==> config.mk <==
export PLATFORM = sky130hd
export DESIGN_NAME = uart_flow_channel
export DESIGN_NICKNAME = d
export VERILOG_FILES = /design/src/core/uart_flow_pkg.sv /design/src/core/baud_timer.sv /design/src/core/uart_flow_channel.sv
export VERILOG_INCLUDE_DIRS = /design/src /design/src/core
export SDC_FILE = /design/constraint.sdc
export NUM_CORES = 1
export LEC_CHECK = 0
export ABC_CLOCK_PERIOD_IN_PS = 5800
export BUFFER_PORTS_ARGS = -buffer_cell sky130_fd_sc_hd__buf_2
export CAP_MARGIN = 5
export CORE_ASPECT_RATIO = 0.8
export CORE_UTILIZATION = 50
export DETAILED_ROUTE_END_ITERATION = 10
export PLACE_DENSITY = 0.86
export SLEW_MARGIN = 20
export SYNTH_ARGS = -nofsm -noshare
export SYNTH_HDL_FRONTEND = slang
export SYNTH_SLANG_ARGS = --single-unit
==> constraint.sdc <==
create_clock -name clk -period 5.8 [get_ports clk]
set_clock_uncertainty 0.15 [all_clocks]
set_input_delay 1.16 -clock clk [delete_from_list [all_inputs] [get_ports clk]]
set_output_delay 1.16 -clock clk [all_outputs]
set_load 0.1 [all_outputs]
==> src/core/uart_flow_defs.svh <==
`ifndef UART_FLOW_DEFS_SVH
`define UART_FLOW_DEFS_SVH

// ----------------------------------------------------------------
// Command, select and mode codes
// ----------------------------------------------------------------
`define CMD_ASSERT_RTS      4'h8
`define CLKSEL_TIMER_16X    4'hD
`define CLKSEL_EXT_16X      4'hE
`define CLKSEL_EXT_1X       4'hF
`define AUXCTL_CNT_EXT_1X   3'h0
`define AUXCTL_CNT_EXT_16X  3'h1
`define AUXCTL_TMR_EXT_1X   3'h4
`define AUXCTL_TMR_EXT_16X  3'h5
`define AUXCTL_TMR_SYS_1X   3'h6
`define AUXCTL_TMR_SYS_16X  3'h7
`define AUXCTL_TIMER_BIT    2
`define OUTCFG_RTS_CODE     3'h0

// ----------------------------------------------------------------
// Bit positions of mode fields
// ----------------------------------------------------------------
`define MODE1_RX_RTS_BIT    7
`define MODE2_CTS_EN_BIT    4
`define MODE2_TX_RTS_BIT    5

// ----------------------------------------------------------------
// Register selects on the host strobe port
// ----------------------------------------------------------------
`define SEL_STATUS          2'h0
`define SEL_INPUT_LEVEL     2'h1
`define SEL_INPUT_CHANGE    2'h2
`define SEL_WR_HOLDING      2'h0
`define SEL_WR_COMMAND      2'h1

// ----------------------------------------------------------------
// Counts and reset values
// ----------------------------------------------------------------
`define PRESCALE_LAST       4'hF
`define DATA_BITS_LAST      3'h7
`define TIMER_DIV_MIN       16'h0002
`define MARK_LEVEL          1'b1
`define CLK_MHZ             200
`define REF_CLK_MHZ         4
`define RATE_1X_MAX_KBPS    1000
`define RATE_16X_MAX_KBPS   62

`endif

==> src/core/uart_flow_pkg.sv <==
package uart_flow_pkg;

    typedef enum logic [4:0] {
        TX_IDLE   = 5'b00001,
        TX_START  = 5'b00010,
        TX_DATA   = 5'b00100,
        TX_STOP   = 5'b01000,
        TX_LINGER = 5'b10000
    } tx_state_e;

    typedef struct packed {
        logic [1:0]  aux_prev;
        logic        timer_prev;
        tx_state_e   st;
        logic [7:0]  hold;
        logic        hold_full;
        logic [7:0]  shift;
        logic [2:0]  bitn;
        logic [3:0]  pre;
        logic        txd;
        logic        rts;
        logic        rts_auto_off;
        logic        wr_prev;
        logic        rd_prev;
        logic [2:0]  status;
        logic [3:0]  levels;
        logic [1:0]  change;
        logic [7:0]  rdata;
        logic        pin_out;
        logic        rx_tick;
        logic        rx_1x;
    } chan_state_s;

    typedef struct packed {
        logic        aux_prev;
        logic [3:0]  pre;
        logic [15:0] cnt;
        logic        out;
        logic        done;
    } timer_state_s;

endpackage

==> src/core/baud_timer.sv <==
`timescale 1ns/1ps
`include "uart_flow_defs.svh"

module baud_timer #(
    parameter int DIV_W = 16
) (
    input  wire logic             clk,
    input  wire logic             nrst,
    input  wire logic             aux_input_one,
    input  wire logic             aux_clock_owner,
    input  wire logic [2:0]       timer_mode,
    input  wire logic [DIV_W-1:0] divisor,
    output logic                  timer_output,
    output logic                  counter_done
);

    uart_flow_pkg::timer_state_s s_r, s_nxt;
    logic tick;
    logic ext_edge;

    // ----------------------------------------------------------------
    // Timer clock source and square wave
    // ----------------------------------------------------------------
    always_comb begin
        s_nxt = s_r;
        s_nxt.aux_prev = aux_input_one;
        ext_edge = aux_clock_owner && aux_input_one && !s_r.aux_prev;
        tick = 1'b0;
        unique case (timer_mode)
            `AUXCTL_CNT_EXT_1X, `AUXCTL_TMR_EXT_1X: begin
                tick = ext_edge;
            end
            `AUXCTL_CNT_EXT_16X, `AUXCTL_TMR_EXT_16X: begin
                tick = ext_edge && (s_r.pre == `PRESCALE_LAST);
            end
            `AUXCTL_TMR_SYS_1X: begin
                tick = 1'b1;
            end
            `AUXCTL_TMR_SYS_16X: begin
                tick = (s_r.pre == `PRESCALE_LAST);
            end
            default: begin
                tick = 1'b0;
            end
        endcase
        if ((timer_mode == `AUXCTL_TMR_SYS_16X) ||
            (ext_edge && (timer_mode[1:0] == 2'h1))) begin
            s_nxt.pre = s_r.pre + 4'h1;
        end
        s_nxt.done = 1'b0;
        if (tick) begin
            // Half period is the divisor, so the full wave spans twice it
            if (s_r.cnt <= DIV_W'(1)) begin
                s_nxt.cnt = divisor;
                if (timer_mode[`AUXCTL_TIMER_BIT]) begin
                    s_nxt.out = !s_r.out;
                end else begin
                    s_nxt.done = 1'b1;
                end
            end else begin
                s_nxt.cnt = s_r.cnt - DIV_W'(1);
            end
        end
    end

    always_ff @(posedge clk) begin
        if (!nrst) begin
            s_r <= '0;
        end else begin
            s_r <= s_nxt;
        end
    end

    assign timer_output = s_r.out;
    assign counter_done = s_r.done;

    // ----------------------------------------------------------------
    // Checks
    // ----------------------------------------------------------------
    // First half period after a mode change starts from a stale count, so skip it
    logic [DIV_W-1:0] since_r;
    logic             armed_r;
    always_ff @(posedge clk) begin
        if (!nrst || (s_r.out != s_nxt.out) || (timer_mode != `AUXCTL_TMR_SYS_1X)) begin
            since_r <= '0;
        end else begin
            since_r <= since_r + DIV_W'(1);
        end
        if (!nrst || (timer_mode != `AUXCTL_TMR_SYS_1X)) begin
            armed_r <= 1'b0;
        end else if (s_r.out != s_nxt.out) begin
            armed_r <= 1'b1;
        end
    end
endmodule

==> src/core/uart_flow_channel.sv <==
`timescale 1ns/1ps
`include "uart_flow_defs.svh"

// Behaviour
// timer 1X rate is clock over twice divisor
// 1X timer clock supports 1Mbps at 4MHz
// 16X timer divisor two gives 62.5Kbps
// 1X timer receive clock needs synchronised data
// receiver may own send request on output
// command 1000 asserts send request
// full FIFO start bit drops request, slot restores
// input zero gates transmitter as clear-to-send
// clear-to-send loss finishes character, marks, stops clock
// empty status held clear until clear-to-send returns
// remote sender stops after current character
// transmitter may own request for whole message
// software asserts request, disables after last load
// final character sent, request drops one bit later
// live input levels readable by host
// inputs zero, one flagged on change
// aux field 000/001 route input one to counter
// aux field 100/101 route input one to timer
// second channel input one stays general purpose
// clock select 1110/1111 take input two for transmit
// clock select 1110/1111 take input three for receive
// internal strobes are chip enable ANDed with strobes
// host negates read strobe between reads
// status updates only while read strobe negated
// clock select 1101 takes timer as 16X clock
// divisor at least two, square wave output
module uart_flow_channel #(
    parameter bit FIRST_CHANNEL = 1'b1,
    parameter int DIV_W         = 16
) (
    input  wire logic             clk,
    input  wire logic             nrst,
    input  wire logic             chip_enable_n,
    input  wire logic             read_strobe_n,
    input  wire logic             write_strobe_n,
    input  wire logic [1:0]       reg_select,
    input  wire logic [7:0]       write_data,
    output logic      [7:0]       read_data,
    input  wire logic [7:0]       mode_register_one,
    input  wire logic [7:0]       mode_register_two,
    input  wire logic [7:0]       output_configuration_register,
    input  wire logic [7:0]       clock_select_register,
    input  wire logic [2:0]       auxiliary_control_register,
    input  wire logic [DIV_W-1:0] timer_divisor,
    input  wire logic             tx_enable,
    input  wire logic             baud_gen_16x_tick,
    input  wire logic             aux_input_zero,
    input  wire logic             aux_input_one,
    input  wire logic             aux_input_two,
    input  wire logic             aux_input_three,
    input  wire logic             rx_start_bit,
    input  wire logic             rx_fifo_full,
    input  wire logic             output_alt_level,
    output logic                  serial_out,
    output logic                  multi_purpose_output,
    output logic                  rx_clock_tick,
    output logic                  rx_clock_is_1x,
    output logic                  timer_output,
    output logic                  counter_done,
    output logic                  aux_one_general_purpose,
    output logic                  input_change_pending
);

    uart_flow_pkg::chan_state_s s_r, s_nxt;
    logic rd_int, wr_int, wr_event, rd_event;
    logic cts_ok, tx_src, tx_1x, bit_tick, owner, t_edge;
    logic [3:0] levels;

    // ----------------------------------------------------------------
    // Clock source helpers shared by both directions
    // ----------------------------------------------------------------
    function automatic logic src_tick(input logic [3:0] code, input logic tmr_edge,
                                      input logic ext_edge, input logic brg);
        unique case (code)
            `CLKSEL_TIMER_16X:               src_tick = tmr_edge;
            `CLKSEL_EXT_16X, `CLKSEL_EXT_1X: src_tick = ext_edge;
            default:                   src_tick = brg;
        endcase
    endfunction

    function automatic logic is_1x(input logic [3:0] code);
        is_1x = (code == `CLKSEL_EXT_1X);
    endfunction

    // ----------------------------------------------------------------
    // Block counter/timer
    // ----------------------------------------------------------------
    // Only the first channel of a block owns the timer clock pin
    assign owner = FIRST_CHANNEL;

    baud_timer #(
        .DIV_W (DIV_W)
    ) u_timer (
        .clk             (clk),
        .nrst            (nrst),
        .aux_input_one   (aux_input_one),
        .aux_clock_owner (owner),
        .timer_mode      (auxiliary_control_register),
        .divisor         (timer_divisor),
        .timer_output    (timer_output),
        .counter_done    (counter_done)
    );

    assign aux_one_general_purpose = !owner || auxiliary_control_register[1];

    // ----------------------------------------------------------------
    // Next state
    // ----------------------------------------------------------------
    always_comb begin
        s_nxt = s_r;
        rd_int = !chip_enable_n && !read_strobe_n;
        wr_int = !chip_enable_n && !write_strobe_n;
        // Act once per strobe, at the later assertion of the pair
        wr_event = wr_int && !s_r.wr_prev;
        rd_event = rd_int && !s_r.rd_prev;
        s_nxt.wr_prev = wr_int;
        s_nxt.rd_prev = rd_int;
        levels = {aux_input_three, aux_input_two, aux_input_one, aux_input_zero};
        s_nxt.aux_prev = {aux_input_three, aux_input_two};
        s_nxt.timer_prev = timer_output;
        t_edge = timer_output && !s_r.timer_prev;
        // Clear-to-send is active low on input zero when enabled
        cts_ok = !mode_register_two[`MODE2_CTS_EN_BIT] || !aux_input_zero;

        // Clock selection for both directions
        tx_src = src_tick(clock_select_register[3:0], t_edge,
                          aux_input_two && !s_r.aux_prev[0], baud_gen_16x_tick);
        tx_1x = is_1x(clock_select_register[3:0]);
        s_nxt.rx_tick = src_tick(clock_select_register[7:4], t_edge,
                                 aux_input_three && !s_r.aux_prev[1],
                                 baud_gen_16x_tick);
        s_nxt.rx_1x = is_1x(clock_select_register[7:4]);

        // Bit clock stands still while idle, so a stalled sender stays marking
        bit_tick = 1'b0;
        if (s_r.st != uart_flow_pkg::TX_IDLE) begin
            if (tx_src) begin
                s_nxt.pre = s_r.pre + 4'h1;
            end
            bit_tick = tx_src && (tx_1x || (s_r.pre == `PRESCALE_LAST));
        end else begin
            s_nxt.pre = '0;
        end

        // Holding register writes
        if (wr_event && (reg_select == `SEL_WR_HOLDING) && tx_enable && !s_r.hold_full) begin
            s_nxt.hold = write_data;
            s_nxt.hold_full = 1'b1;
        end

        // Transmitter
        unique case (s_r.st)
            uart_flow_pkg::TX_IDLE: begin
                s_nxt.txd = `MARK_LEVEL;
                if (s_r.hold_full && cts_ok) begin
                    s_nxt.shift = s_r.hold;
                    s_nxt.hold_full = 1'b0;
                    s_nxt.st = uart_flow_pkg::TX_START;
                    s_nxt.txd = 1'b0;
                end
            end
            uart_flow_pkg::TX_START: begin
                if (bit_tick) begin
                    s_nxt.txd = s_r.shift[0];
                    s_nxt.bitn = '0;
                    s_nxt.st = uart_flow_pkg::TX_DATA;
                end
            end
            uart_flow_pkg::TX_DATA: begin
                if (bit_tick) begin
                    if (s_r.bitn == `DATA_BITS_LAST) begin
                        s_nxt.txd = `MARK_LEVEL;
                        s_nxt.st = uart_flow_pkg::TX_STOP;
                    end else begin
                        s_nxt.shift = {1'b0, s_r.shift[7:1]};
                        s_nxt.txd = s_r.shift[1];
                        s_nxt.bitn = s_r.bitn + 3'h1;
                    end
                end
            end
            uart_flow_pkg::TX_STOP: begin
                // A character in progress always completes
                if (bit_tick) begin
                    if (mode_register_two[`MODE2_TX_RTS_BIT] && !tx_enable
                        && !s_r.hold_full) begin
                        s_nxt.st = uart_flow_pkg::TX_LINGER;
                    end else begin
                        s_nxt.st = uart_flow_pkg::TX_IDLE;
                    end
                end
            end
            uart_flow_pkg::TX_LINGER: begin
                if (bit_tick) begin
                    s_nxt.rts = 1'b0;
                    s_nxt.st = uart_flow_pkg::TX_IDLE;
                end
            end
        endcase

        // Send request from the receiver side
        if (mode_register_one[`MODE1_RX_RTS_BIT]) begin
            if (rx_start_bit && rx_fifo_full) begin
                s_nxt.rts = 1'b0;
                s_nxt.rts_auto_off = 1'b1;
            end else if (s_r.rts_auto_off && !rx_fifo_full) begin
                s_nxt.rts = 1'b1;
                s_nxt.rts_auto_off = 1'b0;
            end
        end
        // Software command wins over automatic negation in the same cycle
        if (wr_event && (reg_select == `SEL_WR_COMMAND)
            && (write_data[7:4] == `CMD_ASSERT_RTS)) begin
            s_nxt.rts = 1'b1;
            s_nxt.rts_auto_off = 1'b0;
        end
        // Pin carries the request only when both output fields select it
        if ((output_configuration_register[6:4] == `OUTCFG_RTS_CODE)
            && (output_configuration_register[2:0] == `OUTCFG_RTS_CODE)) begin
            s_nxt.pin_out = !s_nxt.rts;
        end else begin
            s_nxt.pin_out = output_alt_level;
        end

        // Input port: live levels and change flags, set beating clear
        s_nxt.levels = levels;
        if (rd_event && (reg_select == `SEL_INPUT_CHANGE)) begin
            s_nxt.change = '0;
        end
        s_nxt.change = s_nxt.change | (levels[1:0] ^ s_r.levels[1:0]);

        // Status holds still through a read so the host sees a steady word
        if (!rd_int) begin
            s_nxt.status[0] = !s_r.hold_full;
            s_nxt.status[1] = (s_r.st == uart_flow_pkg::TX_IDLE) && !s_r.hold_full
                              && cts_ok;
            s_nxt.status[2] = s_r.rts;
        end
        if (rd_event) begin
            unique case (reg_select)
                `SEL_STATUS:       s_nxt.rdata = {5'h00, s_r.status};
                `SEL_INPUT_LEVEL:  s_nxt.rdata = {4'h0, s_r.levels};
                `SEL_INPUT_CHANGE: s_nxt.rdata = {2'h0, s_r.change, 2'h0,
                                                  s_r.levels[1:0]};
                default:           s_nxt.rdata = 8'h00;
            endcase
        end
    end

    always_ff @(posedge clk) begin
        if (!nrst) begin
            s_r <= '{st: uart_flow_pkg::TX_IDLE, txd: `MARK_LEVEL, pin_out: 1'b1, default: '0};
        end else begin
            s_r <= s_nxt;
        end
    end

    assign serial_out           = s_r.txd;
    assign multi_purpose_output = s_r.pin_out;
    assign read_data            = s_r.rdata;
    assign rx_clock_tick        = s_r.rx_tick;
    assign rx_clock_is_1x       = s_r.rx_1x;
    assign input_change_pending = |s_r.change;
endmodule

==> flow_metrics.tcl <==
set metrics [dict create \
    die_area_mm2 0.00793 \
    cp_slowest_stage_delay_ps 420 \
    post-route-util_pct 61.1 \
    hold_buffers 0 \
    p_int_mw 1.06 \
    cts_tree "built" \
    worstSetupPathType "in -> out" \
    status "finished clean" \
    start_util_pct 53.4 \
    max_cap_viol_count 0 \
    arrival_ps 1680 \
    synth.avg_cell_area_um2 8.56 \
    min_path_type "reg -> reg" \
    synthTopCellsByCount "dfxtp_1 (75), nor2_1 (63), nand2_1 (40), a21oi_1 (23)" \
    antenna_found_initial 0 \
    ant_nets 0 \
    yosysWarningCount 0 \
    end_kind "primary output" \
    syn_area_mm2 0.00379 \
    wl_per_cell_um 14.7 \
    gp_congestion 0.883 \
    yosys.area.top_type_share_pct 39.6 \
    path_buf_inv 2 \
    post_cts_buffers 0 \
    h-tree-depth 3 \
    r2r-start "u_timer.s_r[10]" \
    async_flop_share_pct 0 \
    dr.pass1.iters 5 \
    crit_path_cell_trace "buf_2, buf_2" \
    path_delay_family "buffers and inverters" \
    crit_fanout 2 \
    num_vias 3447 \
    ys_seq_area_share_pct 39.6 \
    p_leak_nw 1.78 \
    slew_viol_final 0 \
    cts_made_buffers 9 \
    drtIter0Drc 216 \
    pwr-share-clk_pct 27.3 \
    yosysMostFrequentCell "dfxtp_1" \
    viasPerCell 5.81 \
    port_buffers 73 \
    overflow 0 \
    cts_resized 0 \
    critical_path.most_common_cell "buf_2" \
    synth_cells 443 \
    p_sw_share_pct 36.7 \
    r2r_end "u_timer.s_r[12]" \
    grt_usage_pct 23.5 \
    clkTransAtPathRegs_ps 70 \
    wl_um 8740 \
    grt_max_degree 39 \
    clockRootBuffer "clkbuf_8" \
    worstSetupStartpoint "auxiliary_control_register[1]" \
    die_height_um 79.9 \
    fin_crit_ps 2990 \
    yosys.area.top_type "dfxtp_1" \
    synth_edf_count 0 \
    synth_seq_cells 75 \
    place_hpwl_um 6380 \
    seqPwrFrac_pct 36.9 \
    p_switching_mw 0.613 \
    rsz0062_at_grt "false" \
    antennaDiodeCount 0 \
    ir_drop_v 0.000202 \
    boundaryPins 91 \
    slew-limit-headroom_pct 54.5 \
    core_area_mm2 0.00709 \
    syn_to_final_growth_pct 14.3 \
    required_ps 4490 \
    r2r_setup_slack_ps 3390 \
    synth.distinct_cells 68 \
    worst_pin_slew_ps 678 \
    fp-row-count 27 \
    fill_cells 596 \
    drive_above_1_share_pct 22.7 \
    route.detailed.drc 0 \
    fin_crit_sh_pct 51.5 \
    powerDensity_mw_per_mm2 386 \
    cts_sinks 75 \
    clockBufferDepth 2 \
    max_freq_mhz 335 \
    die_w_um 99.3 \
    tns_ps 0 \
    start_kind "primary input" \
    synthFlopType "dfxtp_1" \
    p_comb_share_pct 35.8 \
    worstSetupPathDepth 2 \
    worst-r2r-cell-count 6 \
    crit_slowest_cell "buf_2" \
    grt_pass1_wl_um 14700 \
    setup_violations 0 \
    first_global_vias 3172 \
    nets 583 \
    cp-endpoint "aux_one_general_purpose" \
    clk_latency_ps 350 \
    hold_viol_final 0 \
    synthTopCellsByArea "dfxtp_1 (40%), nor2_1 (6.2%), mux2i_1 (5.0%), nand2_1 (4.0%), a21oi_1 (3.0%)" \
]
[cell type report]
| cell class | count | area [µm²] | area share, % |
|---|---|---|---|
| clock buffers | 12 | 155 | 3.58 |
| well taps | 87 | 109 | 2.51 |
| clock inverters | 4 | 72.6 | 1.67 |
| repair buffers | 75 | 380 | 8.78 |
| inverters | 13 | 48.8 | 1.13 |
| multi-input cells | 327 | 2070 | 47.7 |
| flip-flops and latches | 75 | 1500 | 34.7 |
[worst register-to-register path, cell delays in order, from the launching register on]
cell      delay, ps
dfxtp_1         350
or3_4           420
nor3_4          230
and3_1          480
o21ai_1         180
o311ai_0        320
o21ai_0         150
[metal layers]
| metal | track usage [%] | vias up | wire length, µm |
|---|---|---|---|
| li1 | - | 1696 | - |
| met4 | 9.56 | 0 | 197 |
| met3 | 6.83 | 24 | 547 |
| met5 | 0 | - | 0 |
| met2 | 35.8 | 118 | 3960 |
| met1 | 31.3 | 1609 | 4030 |
[power groups by stage]
stage                     Clock, mW  Sequential, mW  Combinational, mW
after floorplan                   0           0.640              0.467
after global placement            0           0.623              0.567
after detailed placement          0           0.627              0.584
after CTS                     0.465           0.615              0.590
after global routing          0.487           0.625              0.659
final                         0.456           0.617              0.598
[flip-flops by register name (all words and copies together), names as in the netlist]
signal / flops
rx_clock_is_1x: 1
serial_out: 1
u_timer.s_r: 20
s_r: 43
u_timer.counter_done: 1
u_timer.timer_output: 1
read_data: 6
multi_purpose_output: 1
rx_clock_tick: 1
[kinds of logic (layout without fill, tap and decap cells)]
family	after synthesis	count (layout)	synth area share, %
flip-flops	75	75	39.6
XOR/XNOR	8	8	1.85
AND/OR/NAND/NOR	194	194	26.3
adder cells (fa/ha/maj)	7	7	2.31
AO/OA/AOI/OAI	92	92	17.3
buffers and inverters	42	104	5.98
multiplexers	24	24	6.50
other	1	2	0.0989
[stage by stage]
| stage | total power, mW | std cells | cell area, µm² | worst slack, ps | hold WS [ps] |
|---|---|---|---|---|---|
| after CTS | 1.67 | 593 | 4330 | 2820 | 313 |
| after detailed placement | 1.21 | 577 | 4110 | 2730 | 301 |
| after global placement | 1.19 | 577 | 4110 | 2720 | 287 |
| after floorplan | 1.11 | 444 | 3790 | 3070 | 281 |
| final | 1.67 | 593 | 4330 | 2810 | 310 |
| after global routing | 1.77 | 593 | 4330 | 2800 | 334 |
[cell usage in the layout, fill, tap and decap left out, types with 4 or more instances in the layout]
cell / count
nor2b_1: 6
o21ai_0: 17
a21oi_1: 23
mux2i_1: 19
mux2_2: 5
nand2_1: 40
and2_1: 7
inv_1: 11
a211oi_1: 5
xor2_1: 5
dfxtp_1: 75
nor3_1: 19
a311oi_1: 4
a221oi_1: 4
ha_1: 7
nand3_1: 18
nand4_1: 6
nand3b_1: 8
clkbuf_8: 11
nor2_1: 63
a22oi_1: 7
buf_2: 73
[worst min path at each step]
| stage | depth (start not counted) | slack [ps] | start | end |
|---|---|---|---|---|
| 6_report | 2 | 310 | read_data[5] | read_data[5] |
| 2_1_floorplan | 2 | 280 | s_r[19] | s_r[19] |
| 5_1_grt | 2 | 330 | read_data[5] | read_data[5] |
| 4_1_cts | 2 | 310 | read_data[5] | read_data[5] |
| 3_5_place_dp | 2 | 300 | s_r[19] | s_r[19] |
| 3_3_place_gp | 2 | 290 | read_data[3] | read_data[3] |
Power figures use the tool's default switching activity.
